`src/dramc_defines.svh`:
```
// Purpose: timing counts, field positions and idle codes of the array control
// Assumes: one 250 MHz clock; times are given in ns and turned into cycles
// Notes: least times round up, the refresh interval rounds down
`ifndef DRAMC_DEFINES_SVH
`define DRAMC_DEFINES_SVH

// clock period
`define DRAMC_CLK_NS 4
// least times, rounded up to whole cycles
`define DRAMC_UP(ns) (((ns) + `DRAMC_CLK_NS - 1) / `DRAMC_CLK_NS)
`define DRAMC_ROW_HOLD_NS 20
`define DRAMC_COL_SET_NS 12
`define DRAMC_CAS_ACC_NS 135
`define DRAMC_PRE_NS 100
`define DRAMC_REF_RAS_NS 240
`define DRAMC_SYNC_STAGES 2
`define DRAMC_ROW_HOLD_CYC `DRAMC_UP(`DRAMC_ROW_HOLD_NS)
`define DRAMC_COL_SET_CYC `DRAMC_UP(`DRAMC_COL_SET_NS)
`define DRAMC_CAS_CYC (`DRAMC_UP(`DRAMC_CAS_ACC_NS) + `DRAMC_SYNC_STAGES + 1)
`define DRAMC_PRE_CYC `DRAMC_UP(`DRAMC_PRE_NS)
`define DRAMC_REF_RAS_CYC `DRAMC_UP(`DRAMC_REF_RAS_NS)
// refresh interval, longest time, rounded down
`define DRAMC_REF_NS 14500
`define DRAMC_REF_CYC (`DRAMC_REF_NS / `DRAMC_CLK_NS)

// word address fields
`define DRAMC_ROW_LSB 0
`define DRAMC_COL_LSB 7
`define DRAMC_BANK_LSB 14
`define DRAMC_HALF_W 7
`define DRAMC_BANK_W 3
`define DRAMC_UPPER_BIT 2
// write strobe lanes
`define DRAMC_WE_LO_LOWER 0
`define DRAMC_WE_LO_UPPER 1
`define DRAMC_WE_HI_LOWER 2
`define DRAMC_WE_HI_UPPER 3
// idle, all-on and one-bank codes
`define DRAMC_RAS_IDLE 8'hff
`define DRAMC_RAS_ALL 8'h00
`define DRAMC_WE_IDLE 4'hf
`define DRAMC_BANK_ONE 8'h01

`endif

```
`src/dramc_pkg.sv`:
```
// Purpose: types shared by the array control
// Assumes: nothing
// Notes: states are one-hot
package dramc_pkg;
	typedef enum logic [5:0] {
		ST_IDLE = 6'h01,
		ST_ASET = 6'h02,
		ST_RAS = 6'h04,
		ST_COL = 6'h08,
		ST_CAS = 6'h10,
		ST_PRE = 6'h20
	} dramc_state_t;
endpackage : dramc_pkg

```
`src/dramc_parity.sv`:
```
// Purpose: parity bit of one data byte
// Assumes: combinational, same clock domain as the user
// Notes: ODD selects odd parity, else even
`timescale 1ns/1ps
module dramc_parity #(
	parameter int W = 8,
	parameter bit ODD = 1'b0
) (
	input wire logic [W-1:0] i_data,
	output logic o_par
);
	// reduction xor, flipped for odd parity
	always_comb begin
		o_par = (^i_data) ^ ODD;
	end
endmodule : dramc_parity

```
`src/dramc_ctrl.sv`:
```
// Purpose: row/column strobe sequencing and refresh of a 16K x 1 chip array
// Assumes: user side on i_clk; array data inputs are asynchronous pins
// Notes: first-come arbitration between refresh and data cycles
`timescale 1ns/1ps
`include "dramc_defines.svh"
module dramc_ctrl #(
	parameter int REF_CYC = `DRAMC_REF_CYC,
	parameter int CNT_W = 8,
	parameter bit ODD_PARITY = 1'b0
) (
	input wire logic i_clk,
	input wire logic i_resetn,
	input wire logic i_req,
	input wire logic i_write,
	input wire logic [1:0] i_byte_en,
	input wire logic [16:0] i_addr,
	input wire logic [15:0] i_wdata,
	output logic o_ready,
	output logic o_done,
	output logic [15:0] o_rdata,
	output logic [1:0] o_rpar,
	output logic [6:0] o_bank_group_a_mux_address,
	output logic [7:0] o_bank_row_strobe_n,
	output logic o_column_strobe_n,
	output logic o_parity_column_strobe_n,
	output logic o_low_byte_write_strobe_lower_banks_n,
	output logic o_low_byte_write_strobe_upper_banks_n,
	output logic o_high_byte_write_strobe_lower_banks_n,
	output logic o_high_byte_write_strobe_upper_banks_n,
	input wire logic [15:0] i_array_data_bus,
	output logic [15:0] o_array_data_bus,
	output logic o_array_data_bus_oe_n,
	output logic o_high_parity_write_in,
	output logic o_low_parity_write_in,
	input wire logic i_high_parity_read_out,
	input wire logic i_low_parity_read_out
);
	localparam int TMR_W = $clog2(REF_CYC);

	// refuse settings the counters cannot hold
	if (REF_CYC < 256 || REF_CYC > 4096) begin : g_bad_ref
		$error("REF_CYC out of range");
	end
	if (`DRAMC_CAS_CYC >= (1 << CNT_W) || CNT_W > 16) begin : g_bad_cnt
		$error("CNT_W too small for the column strobe time");
	end

	dramc_pkg::dramc_state_t state_ff, nxt_state;
	logic [CNT_W-1:0] cnt_ff, nxt_cnt;
	logic [16:0] addr_ff, nxt_addr;
	logic wr_ff, nxt_wr;
	logic [1:0] be_ff, nxt_be;
	logic [15:0] wdata_ff, nxt_wdata;
	logic [1:0] wpar_ff, nxt_wpar;
	logic is_ref_ff, nxt_is_ref;
	logic mem_pend_ff, nxt_mem_pend;
	logic ref_pend_ff, nxt_ref_pend;
	logic ref_old_ff, nxt_ref_old;
	logic [TMR_W-1:0] ref_tmr_ff, nxt_ref_tmr;
	logic [6:0] ref_row_ff, nxt_ref_row;
	logic ready_ff, nxt_ready;
	logic done_ff, nxt_done;
	logic [15:0] rdata_ff, nxt_rdata;
	logic [1:0] rpar_ff, nxt_rpar;
	logic [6:0] mux_ff, nxt_mux;
	logic [7:0] ras_n_ff, nxt_ras_n;
	logic cas_n_ff, nxt_cas_n;
	logic [3:0] we_n_ff, nxt_we_n;
	logic oe_n_ff, nxt_oe_n;
	logic [17:0] sync1_ff, sync2_ff;
	logic [1:0] gen_par;
	logic take, ref_fire, cnt_zero, upper;
	logic [2:0] bank;

	// one parity bit per data byte
	dramc_parity #(.W(8), .ODD(ODD_PARITY)) u_par_lo (
		.i_data(i_wdata[7:0]),
		.o_par(gen_par[0])
	);
	dramc_parity #(.W(8), .ODD(ODD_PARITY)) u_par_hi (
		.i_data(i_wdata[15:8]),
		.o_par(gen_par[1])
	);

	// two-flop synchroniser for the array read lines
	always_ff @(posedge i_clk or negedge i_resetn) begin
		if (!i_resetn) begin
			sync1_ff <= 18'h00000;
			sync2_ff <= 18'h00000;
		end else begin
			sync1_ff <= {i_high_parity_read_out, i_low_parity_read_out,
				i_array_data_bus};
			sync2_ff <= sync1_ff;
		end
	end

	// sequencer, arbitration and refresh timing
	always_comb begin
		nxt_state = state_ff;
		nxt_cnt = cnt_ff;
		nxt_addr = addr_ff;
		nxt_wr = wr_ff;
		nxt_be = be_ff;
		nxt_wdata = wdata_ff;
		nxt_wpar = wpar_ff;
		nxt_is_ref = is_ref_ff;
		nxt_mem_pend = mem_pend_ff;
		nxt_ref_pend = ref_pend_ff;
		nxt_ref_old = ref_old_ff;
		nxt_ref_row = ref_row_ff;
		nxt_done = 1'b0;
		nxt_rdata = rdata_ff;
		nxt_rpar = rpar_ff;
		nxt_mux = mux_ff;
		nxt_ras_n = ras_n_ff;
		nxt_cas_n = cas_n_ff;
		nxt_we_n = we_n_ff;
		nxt_oe_n = oe_n_ff;
		cnt_zero = (cnt_ff == '0);
		bank = addr_ff[`DRAMC_BANK_LSB +: `DRAMC_BANK_W];
		upper = bank[`DRAMC_UPPER_BIT];
		// free-running refresh interval, not held off by data traffic
		ref_fire = (ref_tmr_ff == '0);
		nxt_ref_tmr = ref_fire ? TMR_W'(REF_CYC - 1) : ref_tmr_ff - 1'b1;
		take = i_req && ready_ff;
		if (take) begin
			nxt_mem_pend = 1'b1;
			nxt_addr = i_addr;
			nxt_wr = i_write;
			nxt_be = i_byte_en;
			nxt_wdata = i_wdata;
			nxt_wpar = gen_par;
		end
		if (!cnt_zero) begin
			nxt_cnt = cnt_ff - 1'b1;
		end
		case (state_ff)
			dramc_pkg::ST_IDLE: begin
				// older request wins; a tie goes to refresh
				if (ref_pend_ff && (!mem_pend_ff || ref_old_ff)) begin
					nxt_ref_pend = 1'b0;
					nxt_is_ref = 1'b1;
					nxt_mux = ref_row_ff;
					nxt_state = dramc_pkg::ST_ASET;
				end else if (mem_pend_ff) begin
					nxt_is_ref = 1'b0;
					nxt_mux = addr_ff[`DRAMC_ROW_LSB +: `DRAMC_HALF_W];
					nxt_state = dramc_pkg::ST_ASET;
				end
			end
			dramc_pkg::ST_ASET: begin
				// row half has had a cycle of setup; now the row strobe
				if (is_ref_ff) begin
					nxt_ras_n = `DRAMC_RAS_ALL;
					nxt_cnt = CNT_W'(`DRAMC_REF_RAS_CYC - 1);
				end else begin
					nxt_ras_n = ~(`DRAMC_BANK_ONE << bank);
					nxt_cnt = CNT_W'(`DRAMC_ROW_HOLD_CYC - 1);
				end
				nxt_state = dramc_pkg::ST_RAS;
			end
			dramc_pkg::ST_RAS: begin
				if (cnt_zero && is_ref_ff) begin
					nxt_ras_n = `DRAMC_RAS_IDLE;
					nxt_ref_row = ref_row_ff + 1'b1;
					nxt_cnt = CNT_W'(`DRAMC_PRE_CYC - 1);
					nxt_state = dramc_pkg::ST_PRE;
				end else if (cnt_zero) begin
					nxt_mux = addr_ff[`DRAMC_COL_LSB +: `DRAMC_HALF_W];
					if (wr_ff) begin
						// write strobes and data go out before column strobe
						nxt_oe_n = 1'b0;
						if (be_ff[0]) begin
							nxt_we_n[upper ? `DRAMC_WE_LO_UPPER
								: `DRAMC_WE_LO_LOWER] = 1'b0;
						end
						if (be_ff[1]) begin
							nxt_we_n[upper ? `DRAMC_WE_HI_UPPER
								: `DRAMC_WE_HI_LOWER] = 1'b0;
						end
					end
					nxt_cnt = CNT_W'(`DRAMC_COL_SET_CYC - 1);
					nxt_state = dramc_pkg::ST_COL;
				end
			end
			dramc_pkg::ST_COL: begin
				if (cnt_zero) begin
					nxt_cas_n = 1'b0;
					nxt_cnt = CNT_W'(`DRAMC_CAS_CYC - 1);
					nxt_state = dramc_pkg::ST_CAS;
				end
			end
			dramc_pkg::ST_CAS: begin
				// hold covers access time plus the synchroniser
				if (cnt_zero) begin
					if (!wr_ff) begin
						nxt_rdata = sync2_ff[15:0];
						nxt_rpar = sync2_ff[17:16];
					end
					nxt_ras_n = `DRAMC_RAS_IDLE;
					nxt_cas_n = 1'b1;
					nxt_we_n = `DRAMC_WE_IDLE;
					nxt_oe_n = 1'b1;
					nxt_done = 1'b1;
					nxt_mem_pend = 1'b0;
					nxt_ref_old = 1'b1; // a waiting refresh is now oldest
					nxt_cnt = CNT_W'(`DRAMC_PRE_CYC - 1);
					nxt_state = dramc_pkg::ST_PRE;
				end
			end
			dramc_pkg::ST_PRE: begin
				if (cnt_zero) begin
					nxt_is_ref = 1'b0;
					nxt_state = dramc_pkg::ST_IDLE;
				end
			end
			default: begin
				nxt_state = dramc_pkg::ST_IDLE;
				nxt_ras_n = `DRAMC_RAS_IDLE;
				nxt_cas_n = 1'b1;
				nxt_we_n = `DRAMC_WE_IDLE;
				nxt_oe_n = 1'b1;
			end
		endcase
		// a fresh interval tick wins over the clear at refresh start
		if (ref_fire) begin
			nxt_ref_pend = 1'b1;
			if (!ref_pend_ff) begin
				// older unless a data cycle was pending and still is
				nxt_ref_old = !(mem_pend_ff && nxt_mem_pend);
			end
		end
		if (take && !ref_pend_ff && !ref_fire) begin
			nxt_ref_old = 1'b0;
		end
		nxt_ready = !nxt_mem_pend;
	end

	// register the sequencer state and all outputs
	always_ff @(posedge i_clk or negedge i_resetn) begin
		if (!i_resetn) begin
			state_ff <= dramc_pkg::ST_IDLE;
			cnt_ff <= '0;
			addr_ff <= 17'h00000;
			wr_ff <= 1'b0;
			be_ff <= 2'h0;
			wdata_ff <= 16'h0000;
			wpar_ff <= 2'h0;
			is_ref_ff <= 1'b0;
			mem_pend_ff <= 1'b0;
			ref_pend_ff <= 1'b0;
			ref_old_ff <= 1'b0;
			ref_tmr_ff <= '0;
			ref_row_ff <= 7'h00;
			ready_ff <= 1'b1;
			done_ff <= 1'b0;
			rdata_ff <= 16'h0000;
			rpar_ff <= 2'h0;
			mux_ff <= 7'h00;
			ras_n_ff <= `DRAMC_RAS_IDLE;
			cas_n_ff <= 1'b1;
			we_n_ff <= `DRAMC_WE_IDLE;
			oe_n_ff <= 1'b1;
		end else begin
			state_ff <= nxt_state;
			cnt_ff <= nxt_cnt;
			addr_ff <= nxt_addr;
			wr_ff <= nxt_wr;
			be_ff <= nxt_be;
			wdata_ff <= nxt_wdata;
			wpar_ff <= nxt_wpar;
			is_ref_ff <= nxt_is_ref;
			mem_pend_ff <= nxt_mem_pend;
			ref_pend_ff <= nxt_ref_pend;
			ref_old_ff <= nxt_ref_old;
			ref_tmr_ff <= nxt_ref_tmr;
			ref_row_ff <= nxt_ref_row;
			ready_ff <= nxt_ready;
			done_ff <= nxt_done;
			rdata_ff <= nxt_rdata;
			rpar_ff <= nxt_rpar;
			mux_ff <= nxt_mux;
			ras_n_ff <= nxt_ras_n;
			cas_n_ff <= nxt_cas_n;
			we_n_ff <= nxt_we_n;
			oe_n_ff <= nxt_oe_n;
		end
	end

	// outputs straight from flops
	assign o_ready = ready_ff;
	assign o_done = done_ff;
	assign o_rdata = rdata_ff;
	assign o_rpar = rpar_ff;
	assign o_bank_group_a_mux_address = mux_ff;
	assign o_bank_row_strobe_n = ras_n_ff;
	assign o_column_strobe_n = cas_n_ff;
	assign o_parity_column_strobe_n = cas_n_ff;
	assign o_low_byte_write_strobe_lower_banks_n = we_n_ff[`DRAMC_WE_LO_LOWER];
	assign o_low_byte_write_strobe_upper_banks_n = we_n_ff[`DRAMC_WE_LO_UPPER];
	assign o_high_byte_write_strobe_lower_banks_n = we_n_ff[`DRAMC_WE_HI_LOWER];
	assign o_high_byte_write_strobe_upper_banks_n = we_n_ff[`DRAMC_WE_HI_UPPER];
	assign o_array_data_bus = wdata_ff;
	assign o_array_data_bus_oe_n = oe_n_ff;
	assign o_high_parity_write_in = wpar_ff[1];
	assign o_low_parity_write_in = wpar_ff[0];
endmodule : dramc_ctrl

```
`config.mk`:
```
export PLATFORM = sky130hd
export DESIGN_NAME = dramc_ctrl
export DESIGN_NICKNAME = d
export VERILOG_FILES = /design/src/dramc_pkg.sv /design/src/dramc_parity.sv /design/src/dramc_ctrl.sv
export VERILOG_INCLUDE_DIRS = /design/src /design/src/src
export SDC_FILE = /design/constraint.sdc
export NUM_CORES = 1
export LEC_CHECK = 0
export ABC_AREA = 0
export BUFFER_PORTS_ARGS = -buffer_cell sky130_fd_sc_hd__buf_2
export CELL_PAD_IN_SITES_DETAIL_PLACEMENT = 1
export CELL_PAD_IN_SITES_GLOBAL_PLACEMENT = 1
export CORE_MARGIN = 1.5
export CORE_UTILIZATION = 47
export CTS_CLUSTER_DIAMETER = 150
export DETAILED_ROUTE_END_ITERATION = 8
export PLACE_DENSITY_LB_ADDON = 0.2
export RECOVER_POWER = 100
export SYNTH_ARGS = -nofsm -noshare
export SYNTH_HDL_FRONTEND = slang
export SYNTH_HIERARCHICAL = 1
export SYNTH_SLANG_ARGS = --single-unit
```
`constraint.sdc`:
```
create_clock -name i_clk -period 4 [get_ports i_clk]
set_input_delay 0.4 -clock i_clk [delete_from_list [all_inputs] [get_ports i_clk]]
set_output_delay 0.4 -clock i_clk [all_outputs]
set_load 0.005 [all_outputs]
```
==> impl_metrics.ini, run 1 <==
[layout]
nNetsFinal = 700
multi_input_area_sq_um = 2260
num_antenna_cells = 0
layout-drive-gt1-share_pct = 30.9
syn_to_final_growth_pct = 19.5
fillers = 1412
seqCellArea_sq_um = 3820

[drt]
vias = 4462
first_iter_violations = 261
drc = 0
wl_um = 14800
ant_nets = 0
avgViaCountPerCell = 5.40
wl_per_cell_um = 17.9
firstDrtPassIters = 6

[floorplan]
num_rows = 42
ios = 117
dieArea_sq_um = 14100
initial_core_util_pct = 47.9
core-area_sq_um = 13100
die_y_um = 119
die_w_um = 119

[place]
port_buffers = 116
gp_congestion = 0.853
dp_hpwl_um = 10300
pre_cts_ws_ns = 1.50

[logic_synthesis]
synth_area_sq_um = 6300
synth_top_area_share_pct = 54.0
ys_async_sr_fraction_pct = 100
synth.most_common_cell = dfrtp_1
ys_warn_count = 6
synth_common_cells = 136 x dfrtp_1, 53 x mux2_2, 48 x nand2_1
synthTopCellsByArea = dfrtp_1 54%, mux2_2 9.5%, dfstp_2 6.7%
netlist-cell-type-count = 58
synthCells = 526
synth-edff-count = 0
synth_seq_cells = 152
yosys.area.top_type = dfrtp_1
ys.flop_type = dfrtp_1
syn_area_per_cell_sq_um = 12.0
seq_area_frac_synth_pct = 60.7
synth_nets = 588

[global_route]
grt_pass1_vias = 4852
globalRouteTotalUtil_pct = 22.6
grt_pass1_wl_um = 24700
antenna_found_initial = 0
grt_overflow = 0
grt_max_degree = 114

[clock_network]
ctsHoldBuffers = 0
path_clk_slew_ns = 0.06
cts_buffers = 17
cts_tree = yes
cts_buffer_depth = 2
root_buffer = clkbuf_16
clock-sinks = 152
cts_setup_buffers = 0
cts_resized = 0
clock_latency_ns = 0.43
cts_max_level = 4

[critical_path]
worstPathMaxFanout = 113
cp.required_ns = 4.41
slowest_stage = clkbuf_2
startpoint = i_resetn
start_kind = input port
cp_cell_sequence = clkbuf_2, clkbuf_1
crit_type = in2async
cp.arrival_ns = 3.22
critPathMaxStageDelay_ns = 1.93
critPathTopFamily = buffers and inverters
cp_num_buf_inv = 2
cp-end-kind = async pin
reg2reg_from = cnt_ff[0]

[power_and_ir_drop]
powerDensity_nw_per_um2 = 513
power.leakage_nw = 3.42
switching_share_pct = 24.2
p_int_w = 0.00293
p_comb_share_pct = 9.9
switchingPower_w = 0.000937
pwr-share-clk_pct = 42.7
ir_drop_mv = 0.336
seqPwrFrac_pct = 47.4

[timing]
max_freq_mhz = 356
finalClockSkew_ns = 0.0102
hold_ws_ns = 0.0748
period_needed_ns = 2.81
setup_viol = 0
tightest_slew_ns = 2.78
hold_violations = 0
setup-tns-final_ns = 0
maxSlewViolCount = 114
max-slew-margin-rel_pct = -85.6
setup_slack_ns = 1.19
fin_crit_sh_pct = 70.3
rsz0062_at_grt = no

[status]
outcome = complete, but fails checks
violations = capacitance limit, slew limit

[min_path]
min_from = i_array_data_bus[11]
hold_path_class = in2reg

[flow_run]
cap_violations = 1
-- power groups by stage --
stage	logic (W)	registers, W	clock network [W]
6_report	0.000384	0.00183	0.00165
3_5_place_dp	0.000399	0.00185	0
2_1_floorplan	0.000227	0.00181	0
4_1_cts	0.000406	0.00183	0.00167
3_3_place_gp	0.000383	0.00184	0
5_1_grt	0.000426	0.00186	0.00175
-- area by class of cell --
class | count | area share [%]
clock buffer | 21 | 6.11
clock inverter | 11 | 1.91
inverter | 11 | 0.548
multi-input combinational | 337 | 30.1
sequential | 152 | 50.8
tap | 176 | 2.92
timing repair buffer | 119 | 7.64
-- metal layers --
| layer | track usage [%] | wire length (um) |
|---|---|---|
| met2 | 39.6 | 7870 |
| met1 | 27.0 | 6160 |
| met3 | 5.31 | 546 |
| met5 | 0 | 0 |
| met4 | 8.58 | 259 |
-- metrics by stage --
stage               area (sq um)  utilization, %  instances  power [W]
global placement            7000            53.3        795    0.00222
CTS                         7600            57.9        827    0.00391
finish                      7530            57.3        827    0.00387
detailed placement          7000            53.3        795    0.00225
floorplan                   6300               -        526    0.00204
global route                7530            57.3        827    0.00403
-- final timing paths --
path	to	slack, ns	cells past startpoint
min in group asynchronous	cnt_ff[7]	0.87	1
min	sync1_ff[11]	0.07	1
max	ref_pend_ff	1.19	2
max in group i_clk	o_rdata[15]	1.32	8
min reg2reg	sync2_ff[4]	0.35	0
max reg2reg	o_rdata[15]	1.32	8
-- cell families after synthesis --
group	Yosys count	synth area share [%]
flops	152	60.7
simple gates	147	12.1
compound gates	97	9.16
mux	53	9.48
buf+inv	37	2.72
xor+xnor	35	4.87
fa+ha+maj	5	0.993
-- state kept, by name (all words and copies together), names as in the netlist, 2 cells and up --
register                    count
o_bank_group_a_mux_address      7
state_ff                        6
we_n_ff                         4
ref_tmr_ff                     12
wpar_ff                         2
be_ff                           2
sync2_ff                       18
sync1_ff                       18
cnt_ff                          8
o_array_data_bus               16
o_rpar                          2
o_bank_row_strobe_n             8
ref_row_ff                      7
o_rdata                        16
addr_ff                        17
-- layout by cell type, fill, tap and decap left out, types with 19 or more instances in the layout --
cell / instances
nor2_1: 31
dfrtp_1: 136
buf_2: 96
o21ai_0: 38
a21oi_1: 27
nand2_1: 49
nand3_1: 19
clkbuf_1: 22
mux2_2: 53
xnor2_1: 24
No activity file was read; power rests on OpenSTA's default activity.
==> run 2, diff against run 1 <==
ABC_AREA = 1   (was 0)
CORE_UTILIZATION = 38   (was 47)
clock period = 2.3 ns   (was 4 ns; I/O delays follow)
==> impl_metrics.ini, run 2 <==
[drt]
avgViaCountPerCell = 4.71
firstDrtPassIters = 5
wl_um = 17000
ant_nets = 0
wl_per_cell_um = 14.3
vias = 5600
drc = 0
first_iter_violations = 174

[place]
port_buffers = 116
gp_congestion = 0.801
dp_hpwl_um = 11900
place_inst = 1129

[logic_synthesis]
yosys.area.top_type = dfrtp_1
seq_area_frac_synth_pct = 56.7
synth_area_sq_um = 6740
synth_nets = 857
synthCells = 795
netlist-cell-type-count = 33
syn_area_per_cell_sq_um = 8.48
synth.most_common_cell = nand2_1
ys.flop_type = dfrtp_1
ys_async_sr_fraction_pct = 100
ys_warn_count = 6
synth_common_cells = 317 x nand2_1, 136 x dfrtp_1, 86 x inv_1
synth_top_area_share_pct = 50.5
synthTopCellsByArea = dfrtp_1 50%, nand2_1 18%, dfstp_2 6.2%
synth-edff-count = 0
synth_seq_cells = 152

[clock_network]
clock-sinks = 152
path_clk_slew_ns = 0.07
cts_tree = yes
cts_buffer_depth = 2
cts_buffers = 17
cts_setup_buffers = 0
root_buffer = clkbuf_16
clock_latency_ns = 0.43
cts_max_level = 4
cts_resized = 0
ctsHoldBuffers = 28

[critical_path]
cp_cell_sequence = inv_1, ha_1, nand2_1, nor2_1, nand2_2, or2_0, clkbuf_4, nand2_1, o21ai_0
cp_common_cell = nand2_1
reg2reg_from = cnt_ff[0]
crit_type = reg2reg
slowest_stage = dfrtp_1
critPathMaxStageDelay_ns = 0.36
rr_endpoint = o_rpar[1]
cp-end-kind = flop
cp.arrival_ns = 2.25
r2r_slack_ns = 0.34
reg2reg_depth = 9
cp.required_ns = 2.59
start_kind = flop
worstPathMaxFanout = 36
startpoint = cnt_ff[0]

[power_and_ir_drop]
p_int_w = 0.00483
powerDensity_nw_per_um2 = 798
power.leakage_nw = 4.44
p_comb_share_pct = 10.8
ir_drop_mv = 0.522
switching_share_pct = 27.5
seqPwrFrac_pct = 46.3
switchingPower_w = 0.00183
pwr-share-clk_pct = 42.9

[layout]
syn_to_final_growth_pct = 23.8
layout_commonest_cell = nand2_1
seqCellArea_sq_um = 3820
layout_common_cells = 317 x nand2_1, 136 x dfrtp_1, 86 x inv_1
fin_cells = 1189
final_core_utilization_pct = 48.2
nNetsFinal = 1013
top_regs = sync1_ff: 18 flops, sync2_ff: 18 flops, addr_ff: 17 flops
layout-drive-gt1-share_pct = 15.4
fillers = 2107
multi_input_area_sq_um = 2400
num_antenna_cells = 0

[min_path]
min_from = i_addr[6]
hold_path_class = in2reg
holdPathEnd = addr_ff[6]
whs_path_depth = 3

[timing]
max_freq_mhz = 510
hold_ws_ns = 0.0159
max-slew-margin-rel_pct = 14.5
maxSlewViolCount = 0
period_needed_ns = 1.96
rsz0062_at_grt = no
setup-tns-final_ns = 0
finalClockSkew_ns = 0.00851
hold_violations = 0
fin_crit_sh_pct = 85.3
tightest_slew_ns = 1.28
setup_viol = 0

[global_route]
grt_pass1_wl_um = 28300
grt_max_degree = 53
antenna_found_initial = 0
globalRouteTotalUtil_pct = 19.7
grt_pass1_vias = 5825
grt_overflow = 0

[status]
outcome = finished, final reports clean

[flow_run]
cap_violations = 0

[floorplan]
initial_core_util_pct = 39.0
ios = 117
die_y_um = 136
core-area_sq_um = 17300
num_rows = 48
die_w_um = 136
dieArea_sq_um = 18500
-- run 2: area by class of cell --
class / count / area share (%)
Inverter: 87 / 3.91
Multi-Input combinational cell: 537 / 28.7
Sequential cell: 152 / 45.8
Tap cell: 225 / 3.37
Clock buffer: 19 / 5.43
Clock inverter: 13 / 1.74
Timing Repair Buffer: 156 / 11.0
-- run 2: worst max-delay path: cells and delay by family (launching register included) --
family / cells / cell delay, ns
compound gates: 1 / 0.12
fa+ha+maj: 1 / 0.25
buf+inv: 2 / 0.40
flops: 1 / 0.36
simple gates: 5 / 0.68
-- run 2: worst max path at each step --
| stage | end | slack [ns] | cells past startpoint |
|---|---|---|---|
| after global placement | we_n_ff[0] | 0.46 | 11 |
| final | o_rpar[1] | 0.34 | 9 |
| after detailed placement | we_n_ff[1] | 0.37 | 11 |
| after global routing | o_rpar[1] | 0.09 | 9 |
| after floorplan | we_n_ff[0] | 0.66 | 11 |
| after CTS | we_n_ff[1] | 0.35 | 11 |
-- run 2: kinds of logic (layout without fill, tap and decap cells) --
kind of cell / after synthesis / count (layout) / share of synthesized area, %
AOI/OAI and AO/OA: 100 / 100 / 8.63
adders and majority gates: 5 / 5 / 0.928
DFF: 152 / 152 / 56.7
buffers and inverters: 106 / 275 / 6.59
and+or+nand+nor: 421 / 421 / 25.7
xor gates and xnor gates: 11 / 11 / 1.43
-- run 2: power by group through the flow --
stage | registers, W | logic [W] | clock network (W)
global route | 0.00311 | 0.000844 | 0.00304
global placement | 0.00312 | 0.000689 | 0
detailed placement | 0.00313 | 0.000713 | 0
floorplan | 0.00310 | 0.000369 | 0
finish | 0.00308 | 0.000717 | 0.00286
CTS | 0.00309 | 0.000758 | 0.00293
-- run 2: stage by stage --
step	cell area (sq um)	setup slack, ns	power [W]
final	8350	0.338	0.00666
after global routing	8350	0.0948	0.00699
after CTS	8470	0.355	0.00678
after detailed placement	7590	0.372	0.00384
after global placement	7590	0.461	0.00381
after floorplan	6740	0.663	0.00347
-- run 2: routing by layer --
metal | vias up | share of wire, % | track usage (%)
met2 | 115 | 50 | 33.9
met1 | 2679 | 44 | 24.2
li1 | 2782 | - | -
met5 | - | 0 | 0
met4 | 0 | 1.5 | 6.80
met3 | 24 | 4.5 | 4.66
